==> config.mk <==
export PLATFORM = sky130hd
export DESIGN_NAME = wdt_top
export DESIGN_NICKNAME = d
export VERILOG_FILES = /design/src/wdt_pkg.sv /design/src/wdt_low_power_rc_clock_sync.sv /design/src/wdt_top.sv
export VERILOG_INCLUDE_DIRS = /design/src
export SDC_FILE = /design/constraint.sdc
export NUM_CORES = 1
export LEC_CHECK = 0
export BUFFER_PORTS_ARGS = -buffer_cell sky130_fd_sc_hd__buf_2
export CORE_MARGIN = 4
export CORE_UTILIZATION = 40
export DETAILED_ROUTE_END_ITERATION = 6
export HOLD_SLACK_MARGIN = 0.08
export PLACE_DENSITY = 0.6
export SLEW_MARGIN = 5
export SYNTH_ARGS = -nofsm -noshare
export SYNTH_HDL_FRONTEND = slang
export SYNTH_HIERARCHICAL = 1
export SYNTH_SLANG_ARGS = --single-unit
==> constraint.sdc <==
create_clock -name clk_in -period 9.4 [get_ports clk_in]
set_input_delay 0.47 -clock clk_in [delete_from_list [all_inputs] [get_ports clk_in]]
set_output_delay 0.47 -clock clk_in [all_outputs]
set_load 0.01 [all_outputs]
==> src/wdt_regs.svh <==
// Purpose: register offsets, field positions and reset values of the watchdog
// Assumes: one aligned 32-bit word per register on AHB-Lite
// Notes:   included by bare name; definitions only
`ifndef WDT_REGS_SVH
`define WDT_REGS_SVH

// ***************************************************************
// register byte offsets
// ***************************************************************
`define WDT_CTRL_OFS      12'h000
`define WDT_STAT_OFS      12'h004
`define WDT_MASK_OFS      12'h008
`define WDT_CFG_OFS       12'h00C

// ***************************************************************
// control register fields
// ***************************************************************
`define WDT_ON_BIT        15
`define WDT_PS_LSB        2
`define WDT_PS_MSB        6
`define WDT_WIN_BIT       1
`define WDT_CLR_BIT       0

// ***************************************************************
// status and mask fields
// ***************************************************************
`define WDT_EV_EXPIRE     0
`define WDT_EV_WINFAULT   1
`define WDT_EV_WAKE       2
`define WDT_EV_W          3

// ***************************************************************
// reset values and timing
// ***************************************************************
`define WDT_CTRL_RST      32'h0000_0000
`define WDT_MASK_RST      3'h0
`define WDT_RST_PULSE_CYC 4'h8
`define WDT_SYNC_STAGES   2

`endif

==> src/wdt_pkg.sv <==
// Purpose: types shared by the watchdog files
// Assumes: nothing beyond the register header
// Notes:   no imports; users write wdt_pkg::name
package wdt_pkg;

   typedef enum logic [1:0]
   {
      WDT_IDLE  = 2'b00,
      WDT_RUN   = 2'b01,
      WDT_RESET = 2'b10
   } wdt_state_t;

   typedef struct packed
   {
      logic       on;
      logic [4:0] postscale;
      logic       win_en;
   } wdt_ctrl_t;

   typedef struct packed
   {
      logic expire;
      logic win_fault;
      logic wake;
   } wdt_evt_t;

endpackage

==> src/wdt_low_power_rc_clock_sync.sv <==
// Purpose: brings low_power_rc_clock edges into the system clock domain
// Assumes: the oscillator runs much slower than clk_in
// Notes:   emits one pulse per rising edge of the oscillator
module wdt_low_power_rc_clock_sync
(
   input  wire logic clk_in,
   input  wire logic sys_rst_in,
   input  wire logic low_power_rc_clock_in,
   output logic      tick_out
);

   typedef struct packed
   {
      logic s1;
      logic s2;
      logic s3;
   } wdt_sync_st_t;

   wdt_sync_st_t st_r;
   wdt_sync_st_t st_nxt;

   always_comb
   begin
      st_nxt    = st_r;
      st_nxt.s1 = low_power_rc_clock_in;
      st_nxt.s2 = st_r.s1;
      st_nxt.s3 = st_r.s2;
   end

   always_ff @(posedge clk_in)
   begin
      if (sys_rst_in)
         st_r <= '0;
      else
         st_r <= st_nxt;
   end

   // edge taken only between the second and third stage
   assign tick_out = st_r.s2 & ~st_r.s3;

endmodule

==> src/wdt_top.sv <==
// Purpose: windowed watchdog timer with AHB-Lite register slave
// Assumes: single word transfers; low_power_rc_clock slower than clk_in
// Notes:   counter advances only on oscillator ticks
//
// Summary of operation
// - count advances from low-power oscillator ticks, not the system clock
// - unserviced expiry forces a whole-device reset
// - postscale setting selects time-out length as power of two ticks
// - expiry in sleep or idle raises wake instead of being lost
// - enable bit 15 starts watchdog; zero stops only software enable
// - enable bit reads one when running from config or software
// - postscale shadow bits 6:2 reload from config at every reset
// - bit 1 selects windowed mode, resets to zero
// - writing one to bit 0 restarts the count, or forces reset if before the window in windowed mode; zero does nothing
// - bits 31:16 and 14:7 read zero, writes ignored
`include "wdt_regs.svh"

module wdt_top
#(
   parameter int CNT_W = 32
)
(
   input  wire logic        clk_in,
   input  wire logic        sys_rst_in,
   input  wire logic        low_power_rc_clock_in,
   input  wire logic        config_enable_in,
   input  wire logic [4:0]  config_postscale_setting_in,
   input  wire logic        sleep_idle_in,
   input  wire logic        hsel,
   input  wire logic [31:0] haddr,
   input  wire logic [1:0]  htrans,
   input  wire logic        hwrite,
   input  wire logic [2:0]  hsize,
   input  wire logic [31:0] hwdata,
   input  wire logic        hready,
   output logic [31:0]      hrdata,
   output logic             hreadyout,
   output logic             hresp,
   output logic             device_reset_out,
   output logic             wake_out,
   output logic             irq_out
);

   // ***************************************************************
   // state
   // ***************************************************************
   typedef struct packed
   {
      wdt_pkg::wdt_state_t fsm;
      logic                sw_on;
      logic                win_en;
      logic [4:0]          postscale;
      logic [CNT_W-1:0]    count;
      logic [3:0]          rst_cnt;
      logic                wake;
      logic [2:0]          status;
      logic [2:0]          mask;
      logic                dp_wr;
      logic [11:0]         dp_addr;
      logic [31:0]         rdata;
      logic                cfg_seen;
   } wdt_st_t;

   wdt_st_t st_r;
   wdt_st_t st_nxt;

   logic             tick;
   logic             running;
   logic             ap_valid;
   logic             wr_ctrl;
   logic             wr_stat;
   logic             wr_mask;
   logic [CNT_W-1:0] period;
   logic [CNT_W-1:0] win_open;
   logic             expire;
   logic             clr_req;
   logic             early;
   logic             in_run;
   logic [2:0]       ev_vec;
   logic [2:0]       stat_next;
   wdt_pkg::wdt_evt_t ev;

   // ***************************************************************
   // oscillator edge detect
   // ***************************************************************
   wdt_low_power_rc_clock_sync u_sync
   (
      .clk_in                (clk_in),
      .sys_rst_in            (sys_rst_in),
      .low_power_rc_clock_in (low_power_rc_clock_in),
      .tick_out              (tick)
   );

   // ***************************************************************
   // bus decode
   // ***************************************************************
   assign ap_valid = hsel & hready & htrans[1];
   assign wr_ctrl  = st_r.dp_wr & (st_r.dp_addr == `WDT_CTRL_OFS);
   assign wr_stat  = st_r.dp_wr & (st_r.dp_addr == `WDT_STAT_OFS);
   assign wr_mask  = st_r.dp_wr & (st_r.dp_addr == `WDT_MASK_OFS);

   // ***************************************************************
   // timing
   // ***************************************************************
   assign running  = config_enable_in | st_r.sw_on;
   // period is 2^postscale ticks; postscale of CNT_W or more saturates
   // compare in int width: a 5-bit cast of CNT_W would wrap to zero
   assign period   = (int'(st_r.postscale) >= CNT_W) ? '1 :
                     ((CNT_W)'(1) << st_r.postscale);
   // window opens for the last quarter of the period
   assign win_open = period - (period >> 2);
   // only a running counter may expire or fault; idle and reset hold zero
   assign in_run   = (st_r.fsm == wdt_pkg::WDT_RUN);
   assign expire   = in_run & running & tick
                     & (st_r.count >= period - 1'b1);
   assign clr_req  = wr_ctrl & hwdata[`WDT_CLR_BIT];
   assign early    = clr_req & in_run & running & st_r.win_en
                     & (st_r.count < win_open);

   // a restart in the expiry cycle wins, so no expiry is flagged then
   assign ev.expire    = expire & ~clr_req;
   assign ev.win_fault = early;
   assign ev.wake      = expire & ~clr_req & sleep_idle_in;

   // ***************************************************************
   // status bits
   // ***************************************************************
   // bit order comes from the register map, not from the struct order
   assign ev_vec[`WDT_EV_EXPIRE]   = ev.expire;
   assign ev_vec[`WDT_EV_WINFAULT] = ev.win_fault;
   assign ev_vec[`WDT_EV_WAKE]     = ev.wake;

   // write one clears; a new event in the same cycle wins
   genvar g;
   generate
      for (g = 0; g < `WDT_EV_W; g++)
      begin : g_stat
         assign stat_next[g] = ev_vec[g]
                               | (st_r.status[g] & ~(wr_stat & hwdata[g]));
      end
   endgenerate

   // ***************************************************************
   // next state
   // ***************************************************************
   always_comb
   begin
      st_nxt       = st_r;
      st_nxt.dp_wr = 1'b0;
      if (ap_valid)
      begin
         st_nxt.dp_wr   = hwrite;
         st_nxt.dp_addr = haddr[11:0];
      end

      // reload shadow once after each reset release
      if (!st_r.cfg_seen)
      begin
         st_nxt.postscale = config_postscale_setting_in;
         st_nxt.cfg_seen  = 1'b1;
      end

      if (wr_ctrl)
      begin
         // only on and window bits are writable
         st_nxt.sw_on  = hwdata[`WDT_ON_BIT];
         st_nxt.win_en = hwdata[`WDT_WIN_BIT];
      end
      if (wr_mask)
         st_nxt.mask = hwdata[2:0];

      case (st_r.fsm)
         wdt_pkg::WDT_IDLE:
         begin
            st_nxt.count = '0;
            if (running)
               st_nxt.fsm = wdt_pkg::WDT_RUN;
         end
         wdt_pkg::WDT_RUN:
         begin
            if (!running)
            begin
               st_nxt.fsm   = wdt_pkg::WDT_IDLE;
               st_nxt.count = '0;
            end
            else if (early)
            begin
               st_nxt.fsm     = wdt_pkg::WDT_RESET;
               st_nxt.rst_cnt = `WDT_RST_PULSE_CYC;
            end
            else if (clr_req)
               st_nxt.count = '0;
            else if (expire)
            begin
               st_nxt.count = '0;
               if (sleep_idle_in)
                  st_nxt.wake = 1'b1;
               else
               begin
                  st_nxt.fsm     = wdt_pkg::WDT_RESET;
                  st_nxt.rst_cnt = `WDT_RST_PULSE_CYC;
               end
            end
            else if (tick)
               st_nxt.count = st_r.count + 1'b1;
         end
         wdt_pkg::WDT_RESET:
         begin
            st_nxt.count = '0;
            if (st_r.rst_cnt == 4'h1)
               st_nxt.fsm = wdt_pkg::WDT_IDLE;
            st_nxt.rst_cnt = st_r.rst_cnt - 4'h1;
         end
         default:
            st_nxt.fsm = wdt_pkg::WDT_IDLE;
      endcase

      // wake holds until core leaves sleep or idle
      if (!sleep_idle_in)
         st_nxt.wake = 1'b0;

      st_nxt.status = stat_next;

      // read data captured at the address phase
      st_nxt.rdata = 32'h0000_0000;
      if (ap_valid && !hwrite)
      begin
         case (haddr[11:0])
            `WDT_CTRL_OFS:
            begin
               st_nxt.rdata[`WDT_ON_BIT] = running;
               st_nxt.rdata[`WDT_PS_MSB:`WDT_PS_LSB] = st_r.postscale;
               st_nxt.rdata[`WDT_WIN_BIT] = st_r.win_en;
            end
            `WDT_STAT_OFS: st_nxt.rdata[2:0] = st_r.status;
            `WDT_MASK_OFS: st_nxt.rdata[2:0] = st_r.mask;
            default:       st_nxt.rdata = 32'h0000_0000;
         endcase
      end
   end

   always_ff @(posedge clk_in)
   begin
      if (sys_rst_in)
      begin
         st_r           <= '0;
         st_r.fsm       <= wdt_pkg::WDT_IDLE;
         st_r.mask      <= `WDT_MASK_RST;
      end
      else
         st_r <= st_nxt;
   end

   // ***************************************************************
   // outputs
   // ***************************************************************
   assign hrdata           = st_r.rdata;
   assign hreadyout        = 1'b1;
   assign hresp            = 1'b0;
   assign device_reset_out = (st_r.fsm == wdt_pkg::WDT_RESET);
   assign wake_out         = st_r.wake;
   assign irq_out          = |(st_r.status & st_r.mask);

endmodule
==> results of run 1 <==
routing by layer:
metal  GRT usage, %  part of all wire (%)  up-vias
li1               -                     -     3507
met2          31.14                    45      167
met5              0                     0        -
met3          3.009                   5.3       19
met4          5.204                   1.6        0
met1          27.70                    48     3197
Yosys cell counts, types with 15 or more instances:
master	count	area, um^2
sky130_fd_sc_hd__a21o_1	32	240.2
sky130_fd_sc_hd__a21oi_1	85	425.4
sky130_fd_sc_hd__and3_1	17	106.4
sky130_fd_sc_hd__buf_4	36	270.3
sky130_fd_sc_hd__clkbuf_1	22	82.58
sky130_fd_sc_hd__dfxtp_1	77	1541
sky130_fd_sc_hd__ha_1	97	1214
sky130_fd_sc_hd__inv_1	56	210.2
sky130_fd_sc_hd__mux2i_1	15	150.1
sky130_fd_sc_hd__nand2_1	120	450.4
sky130_fd_sc_hd__nand3_1	43	215.2
sky130_fd_sc_hd__nand4_1	20	125.1
sky130_fd_sc_hd__nor2_1	60	225.2
sky130_fd_sc_hd__nor3_1	29	145.1
sky130_fd_sc_hd__o21ai_0	53	265.3
sky130_fd_sc_hd__o21ai_1	23	115.1
sky130_fd_sc_hd__or3_1	15	93.84
sky130_fd_sc_hd__xnor2_1	17	148.9
worst max-delay path: cells and delay by family (launching register included):
| family | cells | cell delay (ps) |
|---|---|---|
| DFF | 1 | 350 |
| AOI/OAI and AO/OA | 13 | 3340 |
| adders and majority gates | 3 | 860 |
| buffers and inverters | 2 | 280 |
| and+or+nand+nor | 7 | 2280 |
| xor gates and xnor gates | 1 | 110 |
per-stage QoR:
stage	instance area [um^2]	power (uW)	hold WS [ps]
after floorplan	7516	564.3	413.8
after global placement	7645	620.4	433.1
after detailed placement	7645	622.4	426.0
after CTS	7936	975.1	329.6
after global routing	7936	1026	339.8
final	7936	967.8	336.8
cell type report:
cell class,count,share of cell area [%]
clock buffers,10,2.885
clock inverters,5,0.7883
inverters,58,2.743
multi-input cells,803,67.37
flip-flops and latches,77,19.42
well taps,229,3.610
repair buffers,47,3.185
report_power, final:
part / internal, uW / switching, uW
combinational: 114 / 167
clock: 205 / 146
sequential: 330 / 5.56
path summary, 6_finish.rpt:
path / startpoint / end / slack [ps]
max reg2reg: st_r[91]$_SDFFE_PP0N_ / st_r[59]$_SDFFE_PP0P_ / 2110
min: low_power_rc_clock_in / u_sync/st_nxt[1]$_SDFF_PP0_ / 340
min reg2reg: u_sync/st_nxt[1]$_SDFF_PP0_ / u_sync/st_nxt[0]$_SDFF_PP0_ / 440
max: st_r[91]$_SDFFE_PP0N_ / st_r[59]$_SDFFE_PP0P_ / 2110
layout by cell type, fill, tap and decap left out, types with 4 or more instances in the layout:
cell type and count:
sky130_fd_sc_hd__nand2_1 120, sky130_fd_sc_hd__ha_1 97, sky130_fd_sc_hd__a21oi_1 85, sky130_fd_sc_hd__dfxtp_1 77, sky130_fd_sc_hd__nor2_1 60, sky130_fd_sc_hd__inv_1 56, sky130_fd_sc_hd__o21ai_0 53, sky130_fd_sc_hd__nand3_1 43
sky130_fd_sc_hd__buf_2 40, sky130_fd_sc_hd__a21o_1 32, sky130_fd_sc_hd__nor3_1 29, sky130_fd_sc_hd__conb_1 27, sky130_fd_sc_hd__o21ai_1 23, sky130_fd_sc_hd__nand4_1 20, sky130_fd_sc_hd__and3_1 17, sky130_fd_sc_hd__xnor2_1 17
sky130_fd_sc_hd__mux2i_1 15, sky130_fd_sc_hd__or3_1 15, sky130_fd_sc_hd__xor2_1 13, sky130_fd_sc_hd__nor2b_1 10, sky130_fd_sc_hd__nor4_1 10, sky130_fd_sc_hd__clkbuf_16 9, sky130_fd_sc_hd__nor3b_1 8, sky130_fd_sc_hd__nand2b_1 8
sky130_fd_sc_hd__and2_1 7, sky130_fd_sc_hd__buf_4 7, sky130_fd_sc_hd__a211o_1 6, sky130_fd_sc_hd__or4_1 6, sky130_fd_sc_hd__or2_2 5, sky130_fd_sc_hd__a22o_1 5, sky130_fd_sc_hd__a22oi_1 5, sky130_fd_sc_hd__o32a_1 4
sky130_fd_sc_hd__a31oi_1 4
cells by family after synthesis:
group | Yosys count | share of synthesized area, %
xor+xnor | 30 | 3.540
flops | 77 | 20.77
compound gates | 251 | 21.70
simple gates | 382 | 26.79
mux | 15 | 2.023
fa+ha+maj | 98 | 16.62
buf+inv | 128 | 8.463
other cells | 2 | 0.1012
state kept, by name, indices dropped and copies added, names as in the netlist:
signal	cells
st_r	65
hrdata	8
u_sync/st_nxt	2
u_sync/st_r	1
wake_out	1
==> impl_metrics.csv, run 1 <==
group,metric,value,unit
placed_design,dp_hpwl,15.10,mm
critical_path,critical_path.endpoint_type,"flop",
die,initial_utilization,41.04,%
die,placement_rows,49,
clock_network,cts_tree,"yes",
clock_network,post-cts-setup-buffer-count,0,
critical_path,criticalPathCategory,"flop to flop",
route,first_pass_iters,6,
critical_path,critical_path.startpoint_type,"flop",
final_layout,synthToLayoutAreaGrowth,6.929,%
sta,sum_neg_setup_slack,0,ps
route,drc,0,
sta,max_slew_margin,40.36,%
global_route,grt_max_degree,45,
pwr,ir_drop,0.07424,mV
yosys,synth_area_per_cell,7.550,um^2
die,die_height,144.2,um
clock_network,cts.repair.resized,0,
run,max_cap_violations,0,
final_layout,insertedDiodeCount,0,
sta,finalMaxSlewViolations,0,
global_route,grt_pass1_vias,6300,
critical_path,worst_ep_required_time,9670,ps
yosys,netlist-cell-type-count,74,
sta,hold_violations,0,
route,route.antenna.remaining_nets,0,
global_route,global_route_wire_length_before_repair,32.65,mm
global_route,grt_overflow_total,0,
route,num_vias,6890,
critical_path,crit_arrival,7560,ps
critical_path,cp_max_fo,30,
sta,clock_skew,7.354,ps
worst_hold_path,min_path_type,"primary input to flop",
die,floorplan.core_area,18090,um^2
sta,finalCriticalPeriod,7294,ps
critical_path,ff2ff_path_depth,26,
clock_network,clk_root_buffer_cell,"sky130_fd_sc_hd__clkbuf_16",
placed_design,numPortBuffers,40,
clock_network,h-tree-depth,3,
placed_design,placement.setup.worst_slack,2171,ps
die,die_x,144.2,um
final_layout,layout-drive-gt1-share,9.400,%
yosys,synth_enable_flop_cells,0,
sta,final.setup.worst_slack,2106,ps
clock_network,numClockSinks,77,
final_layout,register_area,1541,um^2
yosys,synth_cells,983,
placed_design,post-place-cells,1214,
status,run_status,"finished, final reports clean",
final_layout,multi_input_comb_area,5346,um^2
clock_network,clk_latency_worst_skew_pair,340,ps
route,drt_first_iter_violations,472,
yosys,asyncSetResetFlopFracSynth,0,%
final_layout,finalCoreUtilization,43.88,%
clock_network,post_cts_hold_buffer_count,0,
sta,max_freq,137.1,MHz
global_route,grt_antenna_before_repair,0,
sta,max_slew.worst_pin.slew,894.6,ps
final_layout,final_net_count,1176,
clock_network,cts.clk_slew.worst_paths,60,ps
route,wirelength,19.90,mm
sta,final_clock_period_utilization_by_the_worst_path,77.59,%
yosys,ys.warnings.count,6,
pwr,p_leak,0.003732,uW
pwr,power_density,121.9,nW/um^2
global_route,global_route.usage.total,19.58,%
yosys,synthFlopType,"sky130_fd_sc_hd__dfxtp_1",
route,avgRoutedWirePerCell,16.20,um
die,die-area,20800,um^2
clock_network,cts.path.max_buffers,2,
critical_path,cp_slowest_cell,"sky130_fd_sc_hd__nor2_4",
die,io-pin-count,119,
worst_hold_path,worstHoldPathCells,2,
yosys,synth.ff_latch_count,77,
sta,setup_viol,0,
placed_design,gp_routability_congestion,0.8372,
critical_path,cp_slowest_stage_delay,630,ps
final_layout,stdcell_count,1229,
clock_network,cts_inserted_buffers,9,
sta,grt_setup_unrepaired,"no",
route,via_to_cell_ratio,5.606,
yosys,yosysSeqAreaShare,20.77,%
final_layout,final.fill_count,1829,
yosys,synth.cell_area,7422,um^2
No activity file was read; power rests on OpenSTA's default activity.
==> run 2: changes to the inputs <==
- PLACE_DENSITY: 0.6 -> 0.62
- clock period: 9.4 -> 6.2 ns (I/O delays scaled with it)
==> run 2 against run 1 <==
Fmax is 26% higher. Power grew 54%. Non-clock buffer count rose by 41. First-iteration DRC count down 6.1%. Sequential share of layout area decreased by 0.80 points. Critical path type unchanged.
==> impl_metrics.csv, run 2 (synthesized netlist as in run 1, its figures left out) <==
group,metric,value,unit
status,run_status,"finished, final reports clean",
final_layout,largest_register,"st_r",
route,drc,0,
route,num_vias,7032,
pwr,internal_power,995.1,uW
clock_network,numClockSinks,77,
sta,sum_neg_setup_slack,0,ps
die,placement_rows,49,
global_route,global_route.usage.total,19.45,%
critical_path,critical_path.startpoint_type,"flop",
critical_path,critical_path.endpoint_type,"flop",
critical_path,regToRegStartpoint,"st_r[89]$_SDFFE_PP0N_",
final_layout,layout_common_cells,"sky130_fd_sc_hd__nand2_1, sky130_fd_sc_hd__ha_1, sky130_fd_sc_hd__a21oi_1",
route,first_pass_iters,6,
final_layout,final_common_cell,"sky130_fd_sc_hd__nand2_1",
final_layout,finalCoreUtilization,45.80,%
route,drt_first_iter_violations,443,
sta,final_clock_period_utilization_by_the_worst_path,93.29,%
pwr,p_leak,0.003946,uW
sta,final.setup.worst_slack,415.9,ps
die,die-area,20800,um^2
worst_hold_path,min_path_type,"primary input to flop",
critical_path,cp-startpoint,"st_r[89]$_SDFFE_PP0N_",
placed_design,post-place-cells,1255,
critical_path,worst_reg2reg_setup_slack,420,ps
final_layout,final_net_count,1217,
pwr,swShare,33.43,%
worst_hold_path,worstHoldPathCells,2,
route,via_to_cell_ratio,5.533,
sta,setup_viol,0,
sta,max_slew.worst_pin.slew,938.9,ps
clock_network,cts.path.max_buffers,2,
global_route,grt_overflow_total,0,
clock_network,h-tree-depth,3,
sta,finalMaxSlewViolations,0,
placed_design,gp_routability_congestion,0.8646,
final_layout,insertedDiodeCount,0,
placed_design,dp_hpwl,15.57,mm
critical_path,timing.rr.end,"st_r[78]$_SDFFE_PP0P_",
critical_path,crit_arrival,6050,ps
critical_path,criticalPathCategory,"flop to flop",
die,io-pin-count,119,
route,wirelength,19.82,mm
pwr,ir_drop,0.1277,mV
die,initial_utilization,41.04,%
placed_design,numPortBuffers,40,
sta,hold_violations,0,
sta,finalCriticalPeriod,5784,ps
clock_network,cts_inserted_buffers,9,
final_layout,layout-drive-gt1-share,13.53,%
pwr,pwr-share-comb,31.3,%
pwr,power_density,180.5,nW/um^2
final_layout,stdcell_count,1271,
die,die_x,144.2,um
global_route,grt_pass1_vias,6617,
pwr,clock_power_share,34.7,%
pwr,fraction_of_power_consumed_by_sequential_logic,34.0,%
die,die_height,144.2,um
critical_path,cp_slowest_stage_delay,450,ps
run,max_cap_violations,0,
global_route,grt_max_degree,45,
critical_path,cp_slowest_cell,"sky130_fd_sc_hd__o311ai_4",
clock_network,clk_latency_worst_skew_pair,350,ps
clock_network,cts_tree,"yes",
route,avgRoutedWirePerCell,15.59,um
critical_path,ff2ff_path_depth,28,
critical_path,worstSetupEndpoint,"st_r[78]$_SDFFE_PP0P_",
sta,max_freq,172.9,MHz
global_route,grt_antenna_before_repair,0,
die,floorplan.core_area,18090,um^2
final_layout,synthToLayoutAreaGrowth,11.60,%
sta,grt_setup_unrepaired,"no",
sta,max_slew_margin,37.34,%
clock_network,cts.clk_slew.worst_paths,70,ps
placed_design,placement.setup.worst_slack,369.9,ps
critical_path,worst_ep_required_time,6470,ps
final_layout,max_reg_flops,65,
critical_path,cp_max_fo,13,
clock_network,clk_root_buffer_cell,"sky130_fd_sc_hd__clkbuf_16",
pwr,switching_power,499.7,uW
global_route,global_route_wire_length_before_repair,32.91,mm
clock_network,post-cts-setup-buffer-count,0,
sta,clock_skew,11.26,ps
route,route.antenna.remaining_nets,0,
run 2: changes by cell type in the layout (fill, tap and decap cells not counted), sizes merged:
cell and change:
bufinv -1, clkinvlp -1, clkinv -1, inv +4, buf +41
run 2: area by class of cell:
class / count / area, um^2
clock buffer: 10 / 239.0
fill: 1816 / 9803
clock inverter: 6 / 51.30
sequential: 77 / 1543
timing repair buffer: 88 / 585.6
multi-input combinational: 803 / 5360
tap: 229 / 286.5
inverter: 58 / 217.7
run 2: through the flow:
| step | hold slack (ps) | power (uW) | area (um^2) |
|---|---|---|---|
| floorplan | 381.6 | 855.6 | 7516 |
| global placement | 424.3 | 976.8 | 7978 |
| detailed placement | 423.9 | 980.4 | 7978 |
| CTS | 162.9 | 1503 | 8268 |
| global route | 171.2 | 1583 | 8283 |
| finish | 175.1 | 1495 | 8283 |
run 2: how the worst min path moves through the flow:
stage | startpoint | end
finish | low_power_rc_clock_in | u_sync/st_nxt[1]$_SDFF_PP0_
global route | low_power_rc_clock_in | u_sync/st_nxt[1]$_SDFF_PP0_
CTS | low_power_rc_clock_in | u_sync/st_nxt[1]$_SDFF_PP0_
detailed placement | u_sync/st_nxt[1]$_SDFF_PP0_ | u_sync/st_nxt[0]$_SDFF_PP0_
global placement | u_sync/st_nxt[1]$_SDFF_PP0_ | u_sync/st_nxt[0]$_SDFF_PP0_
floorplan | sys_rst_in | u_sync/st_nxt[0]$_SDFF_PP0_
run 2: worst max-delay path, delay by kind of cell, from the launching register on:
family / cells / cell delay [ps]
AOI/OAI and AO/OA: 13 / 2810
xor gates and xnor gates: 1 / 110
adders and majority gates: 3 / 770
buffers and inverters: 5 / 710
DFF: 1 / 360
and+or+nand+nor: 6 / 950
run 2: timing repair:
item | in CTS | in global routing
endpoints found under the setup margin | 0 | 31
hold endpoints to repair | 0 | 0
gates resized for setup | 0 | 4
hold buffers | 0 | 0
run 2: power by group through the flow:
stage	sequential, uW	clock, uW	combinational, uW
floorplan	516	0	340
global placement	519	0	458
detailed placement	519	0	461
CTS	508	530	466
global route	509	546	528
finish	508	519	468
run 2: metal layers:
layer | up-vias | global-route usage (%) | part of all wire [%]
met4 | 0 | 6.087 | 2.1
met2 | 129 | 32.14 | 46
met3 | 27 | 1.852 | 2.8
met5 | - | 0 | 0
li1 | 3594 | - | -
met1 | 3282 | 26.86 | 49
